File: src/tb_pkg.sv
package tbu_pkg;

    // ------------------------------------------------------------
    // widths and register map
    // ------------------------------------------------------------
    localparam int ADDR_W = 4;
    localparam int DATA_W = 16;

    localparam logic [3:0] ADDR_CTRL    = 4'h0;
    localparam logic [3:0] ADDR_COUNT   = 4'h1;
    localparam logic [3:0] ADDR_DIVIDER = 4'h2;
    localparam logic [3:0] ADDR_PERIOD  = 4'h3;
    localparam logic [3:0] ADDR_EVENT   = 4'h4;
    localparam logic [3:0] ADDR_STATUS  = 4'h5;
    localparam logic [3:0] ADDR_CLEAR   = 4'h6;
    localparam logic [3:0] ADDR_IRQ_EN  = 4'h7;

    // ------------------------------------------------------------
    // control, event and status register bit positions
    // ------------------------------------------------------------
    localparam int CTL_ENABLE   = 0;
    localparam int CTL_SUPPRESS = 1;
    localparam int CTL_SOURCE   = 2;
    localparam int CTL_SINGLE   = 3;
    localparam int CTL_MODE_LO  = 4;
    localparam int CTL_PRELOAD  = 7;
    localparam int CTL_CKD_LO   = 8;
    localparam int DIV_LOAD_NOW = 0;
    localparam int EV_SW_UPDATE = 0;
    localparam int ST_UPDATE    = 0;
    localparam int ST_OVER      = 1;
    localparam int ST_UNDER     = 2;
    localparam int ST_W         = 3;

    // ------------------------------------------------------------
    // reset values
    // ------------------------------------------------------------
    localparam logic [15:0] PERIOD_RESET  = 16'hFFFF;
    localparam logic [15:0] DIVIDER_RESET = 16'h0000;
    localparam logic [15:0] COUNT_RESET   = 16'h0000;

    // ------------------------------------------------------------
    // types
    // ------------------------------------------------------------
    typedef enum logic [2:0] {
        count_upward,
        count_downward,
        centre_mode_one,
        centre_mode_two,
        centre_mode_three
    } count_mode_e;

    typedef enum logic [1:0] {
        sample_clock_div_one,
        sample_clock_div_two,
        sample_clock_div_four
    } clock_div_e;

    typedef struct packed {
        logic        wr;
        logic        rd;
        logic [3:0]  addr;
        logic [15:0] wdata;
    } bus_req_s;

    typedef struct packed {
        logic        counter_enable;
        logic        update_suppress;
        logic        update_source_wrap_only;
        logic        single_shot_select;
        count_mode_e mode;
        logic        period_preload;
        clock_div_e  ckd;
    } ctrl_s;

endpackage

File: src/tb_sample_div.sv
`timescale 1ns/1ps
module tbu_sample_div
(
    // clock and reset
    input  wire logic              mclk,
    input  wire logic              nrst,
    // division choice
    input  wire tbu_pkg::clock_div_e ckd,
    // one-cycle enable at the sampling rate
    output logic                   dead_time_sample_period
);
    import tbu_pkg::*;

    logic [1:0] cnt_r;
    logic [1:0] cnt_nxt;
    logic       tick_nxt;

    always_comb
    begin
        cnt_nxt  = cnt_r + 2'h1;
        tick_nxt = 1'b0;
        case (ckd)
            sample_clock_div_two:  tick_nxt = cnt_r[0];
            sample_clock_div_four: tick_nxt = (cnt_r == 2'h3);
            default:               tick_nxt = 1'b1;
        endcase
    end

    always_ff @(posedge mclk)
    begin
        if (!nrst)
        begin
            cnt_r                   <= 2'h0;
            dead_time_sample_period <= 1'b0;
        end
        else
        begin
            cnt_r                   <= cnt_nxt;
            dead_time_sample_period <= tick_nxt;
        end
    end
endmodule

File: src/tb_top.sv
// What this block does
// - divider load now or at update
// - divider readback equals divider register
// - up, down, three centre modes
// - count write loads, read returns count
// - period limit is counter wrap value
// - suppress bit blocks update events
// - broad source: wrap, software, slave update
// - wrap-only source: only wrap raises request
// - preload stage before period limit
// - single-shot or free-running operation
// - sample clock period one, two, four
// - enable starts, clearing halts counter
// - reset: FFFF period, divider zero, up
//
// Added by the designer: the register addresses and strobed register access.
`timescale 1ns/1ps
module tbu_top
(
    // clock and reset
    input  wire logic              mclk,
    input  wire logic              nrst,
    // register port
    input  wire tbu_pkg::bus_req_s req,
    output logic [15:0]            rdata,
    // slave mode controller update request
    input  wire logic              slave_update,
    // events and timing
    output logic                   irq,
    output logic                   update_pulse,
    output logic                   dead_time_sample_period
);
    import tbu_pkg::*;

    // ------------------------------------------------------------
    // state
    // ------------------------------------------------------------
    ctrl_s       ctrl_r,     ctrl_nxt;
    logic [15:0] count_r,    count_nxt;
    logic [15:0] div_r,      div_nxt;      // software view
    logic [15:0] div_act_r,  div_act_nxt;
    logic [15:0] div_cnt_r,  div_cnt_nxt;
    logic        div_on_upd_r, div_on_upd_nxt;
    logic [15:0] period_r,   period_nxt;   // software view
    logic [15:0] period_act_r, period_act_nxt;
    logic        down_r,     down_nxt;
    logic [ST_W-1:0] status_r, status_nxt;
    logic [ST_W-1:0] irq_en_r, irq_en_nxt;
    logic [15:0] rdata_nxt;
    logic        upd_nxt;
    logic        irq_nxt;
    logic        slave_s1_r, slave_s2_r;

    logic        tick;
    logic        over;
    logic        under;
    logic        sw_upd;
    logic        update;
    logic        flag_req;
    logic        centre;

    function automatic logic hit(input bus_req_s r, input logic [3:0] a);
        return r.wr && (r.addr == a);
    endfunction

    // ------------------------------------------------------------
    // time base
    // ------------------------------------------------------------
    always_comb
    begin
        centre       = ctrl_r.mode inside {centre_mode_one, centre_mode_two,
                                           centre_mode_three};
        // at or past the limit: a smaller divider loaded mid-count must not stall a full wrap
        tick         = ctrl_r.counter_enable && (div_cnt_r >= div_act_r);
        over         = 1'b0;
        under        = 1'b0;
        count_nxt    = count_r;
        down_nxt     = down_r;
        div_cnt_nxt  = div_cnt_r;
        if (ctrl_r.counter_enable)
            div_cnt_nxt = tick ? 16'h0000 : div_cnt_r + 16'h0001;
        if (tick)
        begin
            case (ctrl_r.mode)
                count_upward:
                begin
                    over = (count_r >= period_act_r);
                    count_nxt = over ? 16'h0000 : count_r + 16'h0001;
                end
                count_downward:
                begin
                    under = (count_r == 16'h0000);
                    count_nxt = under ? period_act_r : count_r - 16'h0001;
                end
                default:
                begin
                    if (!down_r)
                    begin
                        over = (count_r >= period_act_r - 16'h0001);
                        count_nxt = count_r + 16'h0001;
                        down_nxt = over;
                    end
                    else
                    begin
                        under = (count_r <= 16'h0001);
                        count_nxt = count_r - 16'h0001;
                        down_nxt = !under;
                    end
                end
            endcase
        end
        if (!centre)
            down_nxt = (ctrl_r.mode == count_downward);
        sw_upd   = hit(req, ADDR_EVENT) && req.wdata[EV_SW_UPDATE];
        update   = !ctrl_r.update_suppress
                   && (over || under || sw_upd || slave_s2_r);
        flag_req = !ctrl_r.update_suppress && (over || under
                   || (!ctrl_r.update_source_wrap_only
                       && (sw_upd || slave_s2_r)));
        if (update && (sw_upd || slave_s2_r) && !over && !under)
        begin
            div_cnt_nxt = 16'h0000;
            count_nxt   = (ctrl_r.mode == count_downward) ? period_act_r : 16'h0000;
        end
        if (hit(req, ADDR_COUNT))
            count_nxt = req.wdata;
    end

    // ------------------------------------------------------------
    // registers and shadows
    // ------------------------------------------------------------
    always_comb
    begin
        ctrl_nxt       = ctrl_r;
        div_nxt        = div_r;
        div_act_nxt    = div_act_r;
        div_on_upd_nxt = div_on_upd_r;
        period_nxt     = period_r;
        period_act_nxt = period_act_r;
        irq_en_nxt     = irq_en_r;
        status_nxt     = status_r;
        if (update)
        begin
            if (div_on_upd_r)
            begin
                div_act_nxt    = div_r;
                div_on_upd_nxt = 1'b0;
            end
            period_act_nxt = period_r;
            if (ctrl_r.single_shot_select)
                ctrl_nxt.counter_enable = 1'b0;
        end
        if (hit(req, ADDR_CTRL))
        begin
            ctrl_nxt.counter_enable          = req.wdata[CTL_ENABLE];
            ctrl_nxt.update_suppress         = req.wdata[CTL_SUPPRESS];
            ctrl_nxt.update_source_wrap_only = req.wdata[CTL_SOURCE];
            ctrl_nxt.single_shot_select      = req.wdata[CTL_SINGLE];
            ctrl_nxt.mode = count_mode_e'(req.wdata[CTL_MODE_LO +: 3]);
            ctrl_nxt.period_preload          = req.wdata[CTL_PRELOAD];
            ctrl_nxt.ckd  = clock_div_e'(req.wdata[CTL_CKD_LO +: 2]);
        end
        // load mode rides on the event register, bit above the software trigger
        if (hit(req, ADDR_DIVIDER))
            div_nxt = req.wdata;
        if (hit(req, ADDR_EVENT) && req.wdata[DIV_LOAD_NOW + 1])
            div_act_nxt = div_r; // divider_load_now on the held value
        if (hit(req, ADDR_DIVIDER))
            div_on_upd_nxt = 1'b1; // divider_load_on_update by default
        if (hit(req, ADDR_PERIOD))
        begin
            period_nxt = req.wdata;
            if (!ctrl_r.period_preload)
                period_act_nxt = req.wdata;
        end
        if (hit(req, ADDR_IRQ_EN))
            irq_en_nxt = req.wdata[ST_W-1:0];
        if (hit(req, ADDR_CLEAR))
            status_nxt = status_r & ~req.wdata[ST_W-1:0];
        // set wins over a clear in the same cycle
        status_nxt = status_nxt | {under & flag_req, over & flag_req, flag_req};
        irq_nxt    = |(status_nxt & irq_en_nxt);
        upd_nxt    = update;
    end

    // ------------------------------------------------------------
    // read port
    // ------------------------------------------------------------
    always_comb
    begin
        rdata_nxt = 16'h0000;
        if (req.rd)
        begin
            if (req.addr == ADDR_CTRL)
                rdata_nxt = {6'h00, ctrl_r.ckd, ctrl_r.period_preload, ctrl_r.mode,
                             ctrl_r.single_shot_select, ctrl_r.update_source_wrap_only,
                             ctrl_r.update_suppress, ctrl_r.counter_enable};
            else if (req.addr == ADDR_COUNT)
                rdata_nxt = count_r;
            else if (req.addr == ADDR_DIVIDER)
                rdata_nxt = div_r;
            else if (req.addr == ADDR_PERIOD)
                rdata_nxt = period_r;
            else if (req.addr == ADDR_STATUS)
                rdata_nxt = {13'h0000, status_r};
            else if (req.addr == ADDR_IRQ_EN)
                rdata_nxt = {13'h0000, irq_en_r};
            else
                rdata_nxt = 16'h0000;
        end
    end

    always_ff @(posedge mclk)
    begin
        if (!nrst)
        begin
            ctrl_r       <= '{1'b0, 1'b0, 1'b0, 1'b0, count_upward, 1'b0,
                              sample_clock_div_one};
            count_r      <= COUNT_RESET;
            div_r        <= DIVIDER_RESET;
            div_act_r    <= DIVIDER_RESET;
            div_cnt_r    <= 16'h0000;
            div_on_upd_r <= 1'b0;
            period_r     <= PERIOD_RESET;
            period_act_r <= PERIOD_RESET;
            down_r       <= 1'b0;
            status_r     <= '0;
            irq_en_r     <= '0;
            rdata        <= 16'h0000;
            irq          <= 1'b0;
            update_pulse <= 1'b0;
            slave_s1_r   <= 1'b0;
            slave_s2_r   <= 1'b0;
        end
        else
        begin
            ctrl_r       <= ctrl_nxt;
            count_r      <= count_nxt;
            div_r        <= div_nxt;
            div_act_r    <= div_act_nxt;
            div_cnt_r    <= div_cnt_nxt;
            div_on_upd_r <= div_on_upd_nxt;
            period_r     <= period_nxt;
            period_act_r <= period_act_nxt;
            down_r       <= down_nxt;
            status_r     <= status_nxt;
            irq_en_r     <= irq_en_nxt;
            rdata        <= rdata_nxt;
            irq          <= irq_nxt;
            update_pulse <= upd_nxt;
            slave_s1_r   <= slave_update;
            slave_s2_r   <= slave_s1_r;
        end
    end

    // ------------------------------------------------------------
    // sampling clock divider
    // ------------------------------------------------------------
    tbu_sample_div u_sample_div
    (
        .mclk                    (mclk),
        .nrst                    (nrst),
        .ckd                     (ctrl_r.ckd),
        .dead_time_sample_period (dead_time_sample_period)
    );
endmodule

File: config.mk
export PLATFORM = sky130hd
export DESIGN_NAME = tbu_top
export DESIGN_NICKNAME = d
export VERILOG_FILES = /design/src/tb_pkg.sv /design/src/tb_sample_div.sv /design/src/tb_top.sv
export SDC_FILE = /design/constraint.sdc
export NUM_CORES = 1
export LEC_CHECK = 0
export BUFFER_PORTS_ARGS = -buffer_cell sky130_fd_sc_hd__buf_2
export CORE_MARGIN = 2
export CORE_UTILIZATION = 53
export DETAILED_ROUTE_END_ITERATION = 10
export PLACE_DENSITY = 0.83
export SYNTH_ARGS = -nofsm -noshare
export SYNTH_HDL_FRONTEND = slang
export SYNTH_SLANG_ARGS = --single-unit
export TNS_END_PERCENT = 10
File: constraint.sdc
create_clock -name mclk -period 5.2 [get_ports mclk]
set_input_delay 0.26 -clock mclk [delete_from_list [all_inputs] [get_ports mclk]]
set_output_delay 0.26 -clock mclk [all_outputs]
set_load 0.02 [all_outputs]
# [Yosys cells after proc, flatten, opt, wreduce, memory -nomap -nowiden]
# Index checks and enable logic that the tools add are counted.
[totals] ff_bits=137 latch_bits=0 ramBits=0 rom_bits=0 input_bits=25 out_inout_bits=19 word_cells=141 memories=0
[classes] addsub=5 multipliers=0 n_div=0 order_cmp=4 eq_ne=16 shifts=0 n_mux=39 n_bitwise=8 n_reduce_logical=44
[op_table] operator="16-bit 2-to-1 mux" count=17
[op_table] operator="16-bit >= comparator" count=3
[op_table] operator="16-bit by 1-bit adder with 16-bit output (second input constant)" count=2
[op_table] operator="16-bit case mux with 2 select lines" count=1
[op_table] operator="16-bit by 1-bit subtractor with 16-bit output (second input constant)" count=2
[op_table] operator="10-bit 2-to-1 mux" count=2
[op_table] operator="4-bit by 3-bit == test with 1-bit output (second input constant)" count=4
[op_table] operator="16-bit by 1-bit <= comparator with 1-bit output (second input constant)" count=1
[op_table] operator="1-bit logical AND" count=16
[op_table] operator="16-bit zero test" count=1
[op_table] operator="1-bit 2-to-1 mux" count=12
[op_table] operator="3-bit 2-to-1 mux" count=4
[op_table] operator="2-bit nonzero test" count=5
[op_table] operator="4-bit by 2-bit == test with 1-bit output (second input constant)" count=2
[op_table] operator="2-bit AND reduction" count=4
[op_table] operator="3-bit bitwise AND" count=2
[op_table] operator="3-bit by 2-bit == test with 1-bit output (second input constant)" count=2
[op_table] operator="1-bit case mux with 2 select lines" count=3
[op_table] operator="3-bit nonzero test" count=2
[op_table] operator="3-bit OR reduction" count=2
[op_table] operator="1-bit zero test" count=5
[op_table] operator="1-bit logical OR" count=5
[op_table] operator="2-bit == test (second input constant)" count=2
[op_table] operator="4-bit by 1-bit == test with 1-bit output (second input constant)" count=1
[op_table] operator="12 further kinds" count=16

# [Logic depth before layout (Yosys ltp)]
[logic_depth] depth_word=14 ltp_mapped=18 ltp_nobuf=16

# [Modules after synthesis]
# A second synthesis with hierarchy kept.
[hier_totals] cells_unflattened=1042 hier_area_um2=8122.8
[by_module_without_submodules] mod="tbu_top" n_inst=1 cells_each=1030 area_per_inst_um2=7983.9 seq_area_each_um2=2682.6
[by_module_without_submodules] mod="tbu_sample_div" n_inst=1 cells_each=12 area_per_inst_um2=138.9 seq_area_each_um2=60.1

# [Least setup slack after synthesis]
# No wires, ideal clock.
[synth_path] kind="register to register" start="reg period_act_r[2]" end="reg div_act_r[10]" setup_time_ns=0.072 t_arrival_ns=3.636 required_ns=5.128 setup_slack_ns=1.492 stages_incl_launch_ff=19 path_buffers=2 synth_period_minus_slack_ns=3.708 cell_sequence="dfxtp_1 nor3_1 nand2_1 nor3_1 and3_1 nand2_1 nor4_1 xnor2_1 ha_1 nand4_1 o21bai_1 nor4_1 o21ai_1 a311oi_1 nor3_2 buf_6 a22oi_4 buf_6 mux2i_1"
[synth_between] elab_chain_cells=11 elab_cells_between_ends=12 cone_classes="add/sub (1); order compare (2); mux (3); reduce/logical (6)"
[synth_lines] element="start, declared" line="tb_top.sv:45" rtl="logic [15:0] period_act_r, period_act_nxt;"
[synth_lines] element="start signal, assigned" line="tb_top.sv:244" rtl="period_act_r <= period_act_nxt;"
[synth_lines] element="16-bit by 1-bit subtractor with 16-bit output" line="tb_top.sv:99" rtl="over = (count_r >= period_act_r - 16'h0001);"
[synth_lines] element="16-bit >= comparator" line="tb_top.sv:99"
[synth_lines] element="1-bit 2-to-1 mux" line="tb_top.sv:97" rtl="if (!down_r)"
[synth_lines] element="1-bit case mux with 2 select lines (*)" line="tb_top.sv:84" rtl="case (ctrl_r.mode)"
[synth_lines] element="1-bit 2-to-1 mux (*)" line="tb_top.sv:82" rtl="if (tick)"
[synth_lines] element="1-bit logical OR (*) (3 in series)" line="tb_top.sv:116" rtl="&& (over || under || sw_upd || slave_s2_r);"
[synth_lines] element="1-bit logical AND (*)" line="tb_top.sv:116"
[synth_lines] element="2-bit nonzero test (no line) (*)"
[synth_lines] element="2-bit AND reduction (no line) (*)"
[synth_lines] element="end signal, assigned" line="tb_top.sv:240" rtl="div_act_r <= div_act_nxt;"
[synth_lines] element="end, declared" line="tb_top.sv:41" rtl="logic [15:0] div_act_r, div_act_nxt;"
# Every way passes the cells marked *; elsewhere a longest branch is shown, timed or not.
# A chain may end at the register's enable or synchronous reset.

# [Worst setup path after layout]
[layout_path] start="reg period_act_r[2]" end="reg div_act_r[5]"
# The elaborated chain is that of the path after synthesis.

==> metrics.md <==
| Metric | Value |
|---|---|
| Drt first-iter violations | 914 |
| Clock Sinks | approximately 140 |
| CP Launch Type | flop |
| Drt drc | 0 |
| CTS clk-pin slew, worst paths | approximately 0.06 ns |
| # IOs | 44 |
| Tmin final | between 4 and 5 ns |
| Fillers | roughly 1,300 |
| P_leak | between 3 and 4 nW |
| Setup violations, final | 0 |
| Synth unique cells | 76 |
| Final slew viol count | 0 |
| Fmax achieved | approximately 0.21 GHz |
| CTS Buf Count | 17 |
| Core area | ~0.015 mm^2 |
| HPWL after DPL | between 15,000 and 20,000 um |
| Pin count of the biggest net entering global routing | 44 |
| Initial antenna violation count | 0 |
| CP Max Fanout | 16 |
| RSZ-0062 raised after global routing | false |
| Routability Congestion | roughly 0.97 |
| Final net count | 1,150 |
| Row Count | 45 |
| Setup Crit Path Kind | reg2reg |
| Main synth FF type | dfxtp_1 |
| Syn_nets | around 1,100 |
| Die ar. | 0.0166 mm^2 |
| Setup ws final | between 0.5 and 0.6 ns |
| Hold crit path type | in2reg |
| Register area share after synthesis | 0.332 |
| Vias in the first global route | 7,566 |
| Layout cell share with drive strength beyond 1 | 0.0944 |
| Clock Tree Buf Depth | 2 |
| Number of diodes | 0 |
| # hold bufs at CTS | 0 |
| Cts repair resizes | 0 |
| Synth warn | 0 |
| EDFF count, synth | 0 |
| Gr ovfl total | 0 |
| H-tree levels | 4 |
| Clk_lat worst skew | approximately 0.43 ns |
| Mapped Cells | ~1,100 |
| Place WS | between 0.6 and 0.7 ns |
| Die Y | 129 um |
| Final worst-path cycle share | 0.899 |
| Final TNS setup | 0 ns |
| Die Wd | between 100 and 150 um |
| Final Skew | 0.0127 ns |
| Total GRT Usage | 0.291 |
| First-pass GRT wire length | approximately 38,000 um |
| Max-cap violations | 0 |
| CP Capture Type | flop |
| Area grow syn2layout | 10.7% |
| Number of vias per cell | around 6.5 |
| Syn avg cell area | around 7.8 um^2 |
| Crit path required time | 5.55 ns |
| Post-CTS setup buffer count | 0 |
| CP arrival | approximately 5.0 ns |
| Synth Register Bits | approximately 140 |
| TritonCTS clock tree | built |
| Outcome | complete, no violations |
| Relative slew slack | 0.123 |
| Mapped Area | 0.00827 mm^2 |
| Drt wl/cell | 19.0 um |
| PD cells | ~300 mW/mm^2 |
| Via count | 8,190 |
| DRT antenna net count | 0 |
| Peak VDD IR | between 0.0002 and 0.0003 V |
| WL final | approximately 24,000 um |
| Worst-Margin Slew | around 1.3 ns |
| CTS root buffer | clkbuf_16 |
| Final-report hold violation count | 0 |
| Initial DRT Pass Iterations | 8 |
| Initial Utilization | 0.544 |
| Port Buffers | 43 |
| FFs w/ async S/R, synth | 0 |
-- logic make-up (layout without fill, tap and decap cells) --
family | Yosys count | count (layout) | share of synthesized area
AND/OR/NAND/NOR | 426 | 426 | 0.230
AO/OA/AOI/OAI | 241 | 241 | 0.188
buffers and inverters | 109 | 124 | 0.0542
adder cells (fa/ha/maj) | 57 | 57 | 0.0863
flip-flops | 137 | 137 | 0.332
XOR/XNOR | 44 | 44 | 0.0466
multiplexers | 51 | 51 | 0.0630
-- power by group --
part           switching, mW  internal [mW]  total (mW)  leakage (nW)
clock                  0.461          0.886        1.35         0.318
sequential            0.0363           1.07        1.11          1.11
combinational          0.161         0.0885       0.249          2.51
-- final timing paths --
kind	startpoint	to	slack [ns]	cells after the start
min	slave_update	slave_s1_r$_SDFF_PN0_	0.03	2
max reg2reg	period_act_r[2]$_SDFF_PN1_	div_act_r[5]$_SDFFE_PN0P_	0.52	17
min reg2reg	slave_s1_r$_SDFF_PN0_	slave_s2_r$_SDFF_PN0_	0.44	1
max	period_act_r[2]$_SDFF_PN1_	div_act_r[5]$_SDFFE_PN0P_	0.52	17
-- critical path, stage by stage (launching register included) --
cell      delay (ns)
dfxtp_1         0.36
nor3_1          0.34
nand2_1         0.12
nor3_1          0.26
and3_1          0.25
nand2_1         0.10
nor3_1          0.23
xnor2_1         0.16
ha_1            0.29
nand4_1         0.15
o21bai_1        0.11
nor4_1          0.28
o21ai_1         0.16
a311oi_1        0.55
nor3_4          0.09
buf_4           0.23
a22oi_4         0.60
mux2i_1         0.29
-- flip-flops by register name, summed over array words and instances, names as in the netlist, 2 cells and up --
register	flops
irq_en_r	3
rdata	16
ctrl_r	10
period_r	16
div_cnt_r	16
period_act_r	16
count_r	16
div_act_r	16
div_r	16
u_sample_div.cnt_r	2
status_r	3
-- through the flow --
step / instances / total power, mW / hold WS (ns) / utilization / instance area (um^2)
2_1_floorplan: 1065 / 1.29 / 0.384 / - / 8270
3_3_place_gp: 1237 / 1.36 / 0.414 / 0.558 / 8490
3_5_place_dp: 1237 / 1.37 / 0.419 / 0.558 / 8490
4_1_cts: 1268 / 2.69 / 0.0338 / 0.602 / 9150
5_1_grt: 1268 / 2.77 / 0.0534 / 0.602 / 9150
6_report: 1268 / 2.70 / 0.0340 / 0.602 / 9150
-- per-layer routing --
layer | part of all wire | global-route usage | vias to the layer above
met5 | 0 | 0 | -
met4 | 0.039 | 0.136 | 0
met3 | 0.10 | 0.0823 | 115
met2 | 0.44 | 0.451 | 504
met1 | 0.41 | 0.377 | 3831
li1 | - | - | 3740
-- synthesized netlist by cell type (3+ instances only) --
cell type | n | area (um^2)
inv_1 | 42 | 158
nor2_1 | 108 | 405
o21a_1 | 4 | 30.0
o31ai_1 | 7 | 52.6
nand3_1 | 34 | 170
and4_1 | 3 | 26.3
a211oi_1 | 3 | 22.5
xor2_1 | 20 | 175
a22oi_1 | 20 | 150
nand2b_1 | 6 | 37.5
nor2b_1 | 5 | 31.3
nand4_1 | 14 | 87.6
and2_1 | 7 | 43.8
a21oi_1 | 92 | 460
a31oi_1 | 9 | 56.3
buf_1 | 3 | 11.3
clkbuf_1 | 54 | 203
nor4_1 | 11 | 68.8
ha_1 | 57 | 713
or2_2 | 3 | 18.8
o211ai_1 | 8 | 60.1
a2bb2oi_1 | 3 | 26.3
a31o_1 | 3 | 26.3
mux2i_1 | 43 | 430
nand2_1 | 190 | 713
xnor2_1 | 24 | 210
dfxtp_1 | 137 | 2740
mux2_2 | 8 | 90.1
or3_1 | 3 | 18.8
buf_6 | 4 | 45.0
and3_1 | 9 | 56.3
a221oi_1 | 4 | 35.0
a21o_1 | 10 | 75.1
buf_2 | 4 | 20.0
o21ai_0 | 36 | 180
nor3_1 | 17 | 85.1
a222oi_1 | 3 | 30.0
o21ai_1 | 4 | 20.0
o221ai_1 | 4 | 35.0
nor3b_1 | 4 | 30.0
o2111ai_1 | 3 | 26.3
-- layout by cell type, fill, tap and decap left out, drive strengths merged, types with 18 or more instances in the layout --
master    n
a21oi    92
a22oi    21
clkbuf   20
mux2i    43
buf      50
ha       57
nor2    108
nand2   190
nor3     18
nand3    34
xnor2    24
xor2     20
inv      43
o21ai    41
dfxtp   137
-- final cells by class --
class                   instances  area (um^2)  area share
multi-input cells             819         5080       0.555
inverters                      43          161      0.0176
repair buffers                 50          268      0.0293
flip-flops and latches        137         2740       0.300
clock inverters                11          193      0.0211
clock buffers                  20          467      0.0510
well taps                     188          235      0.0257
No activity file was read; power rests on OpenSTA's default activity.
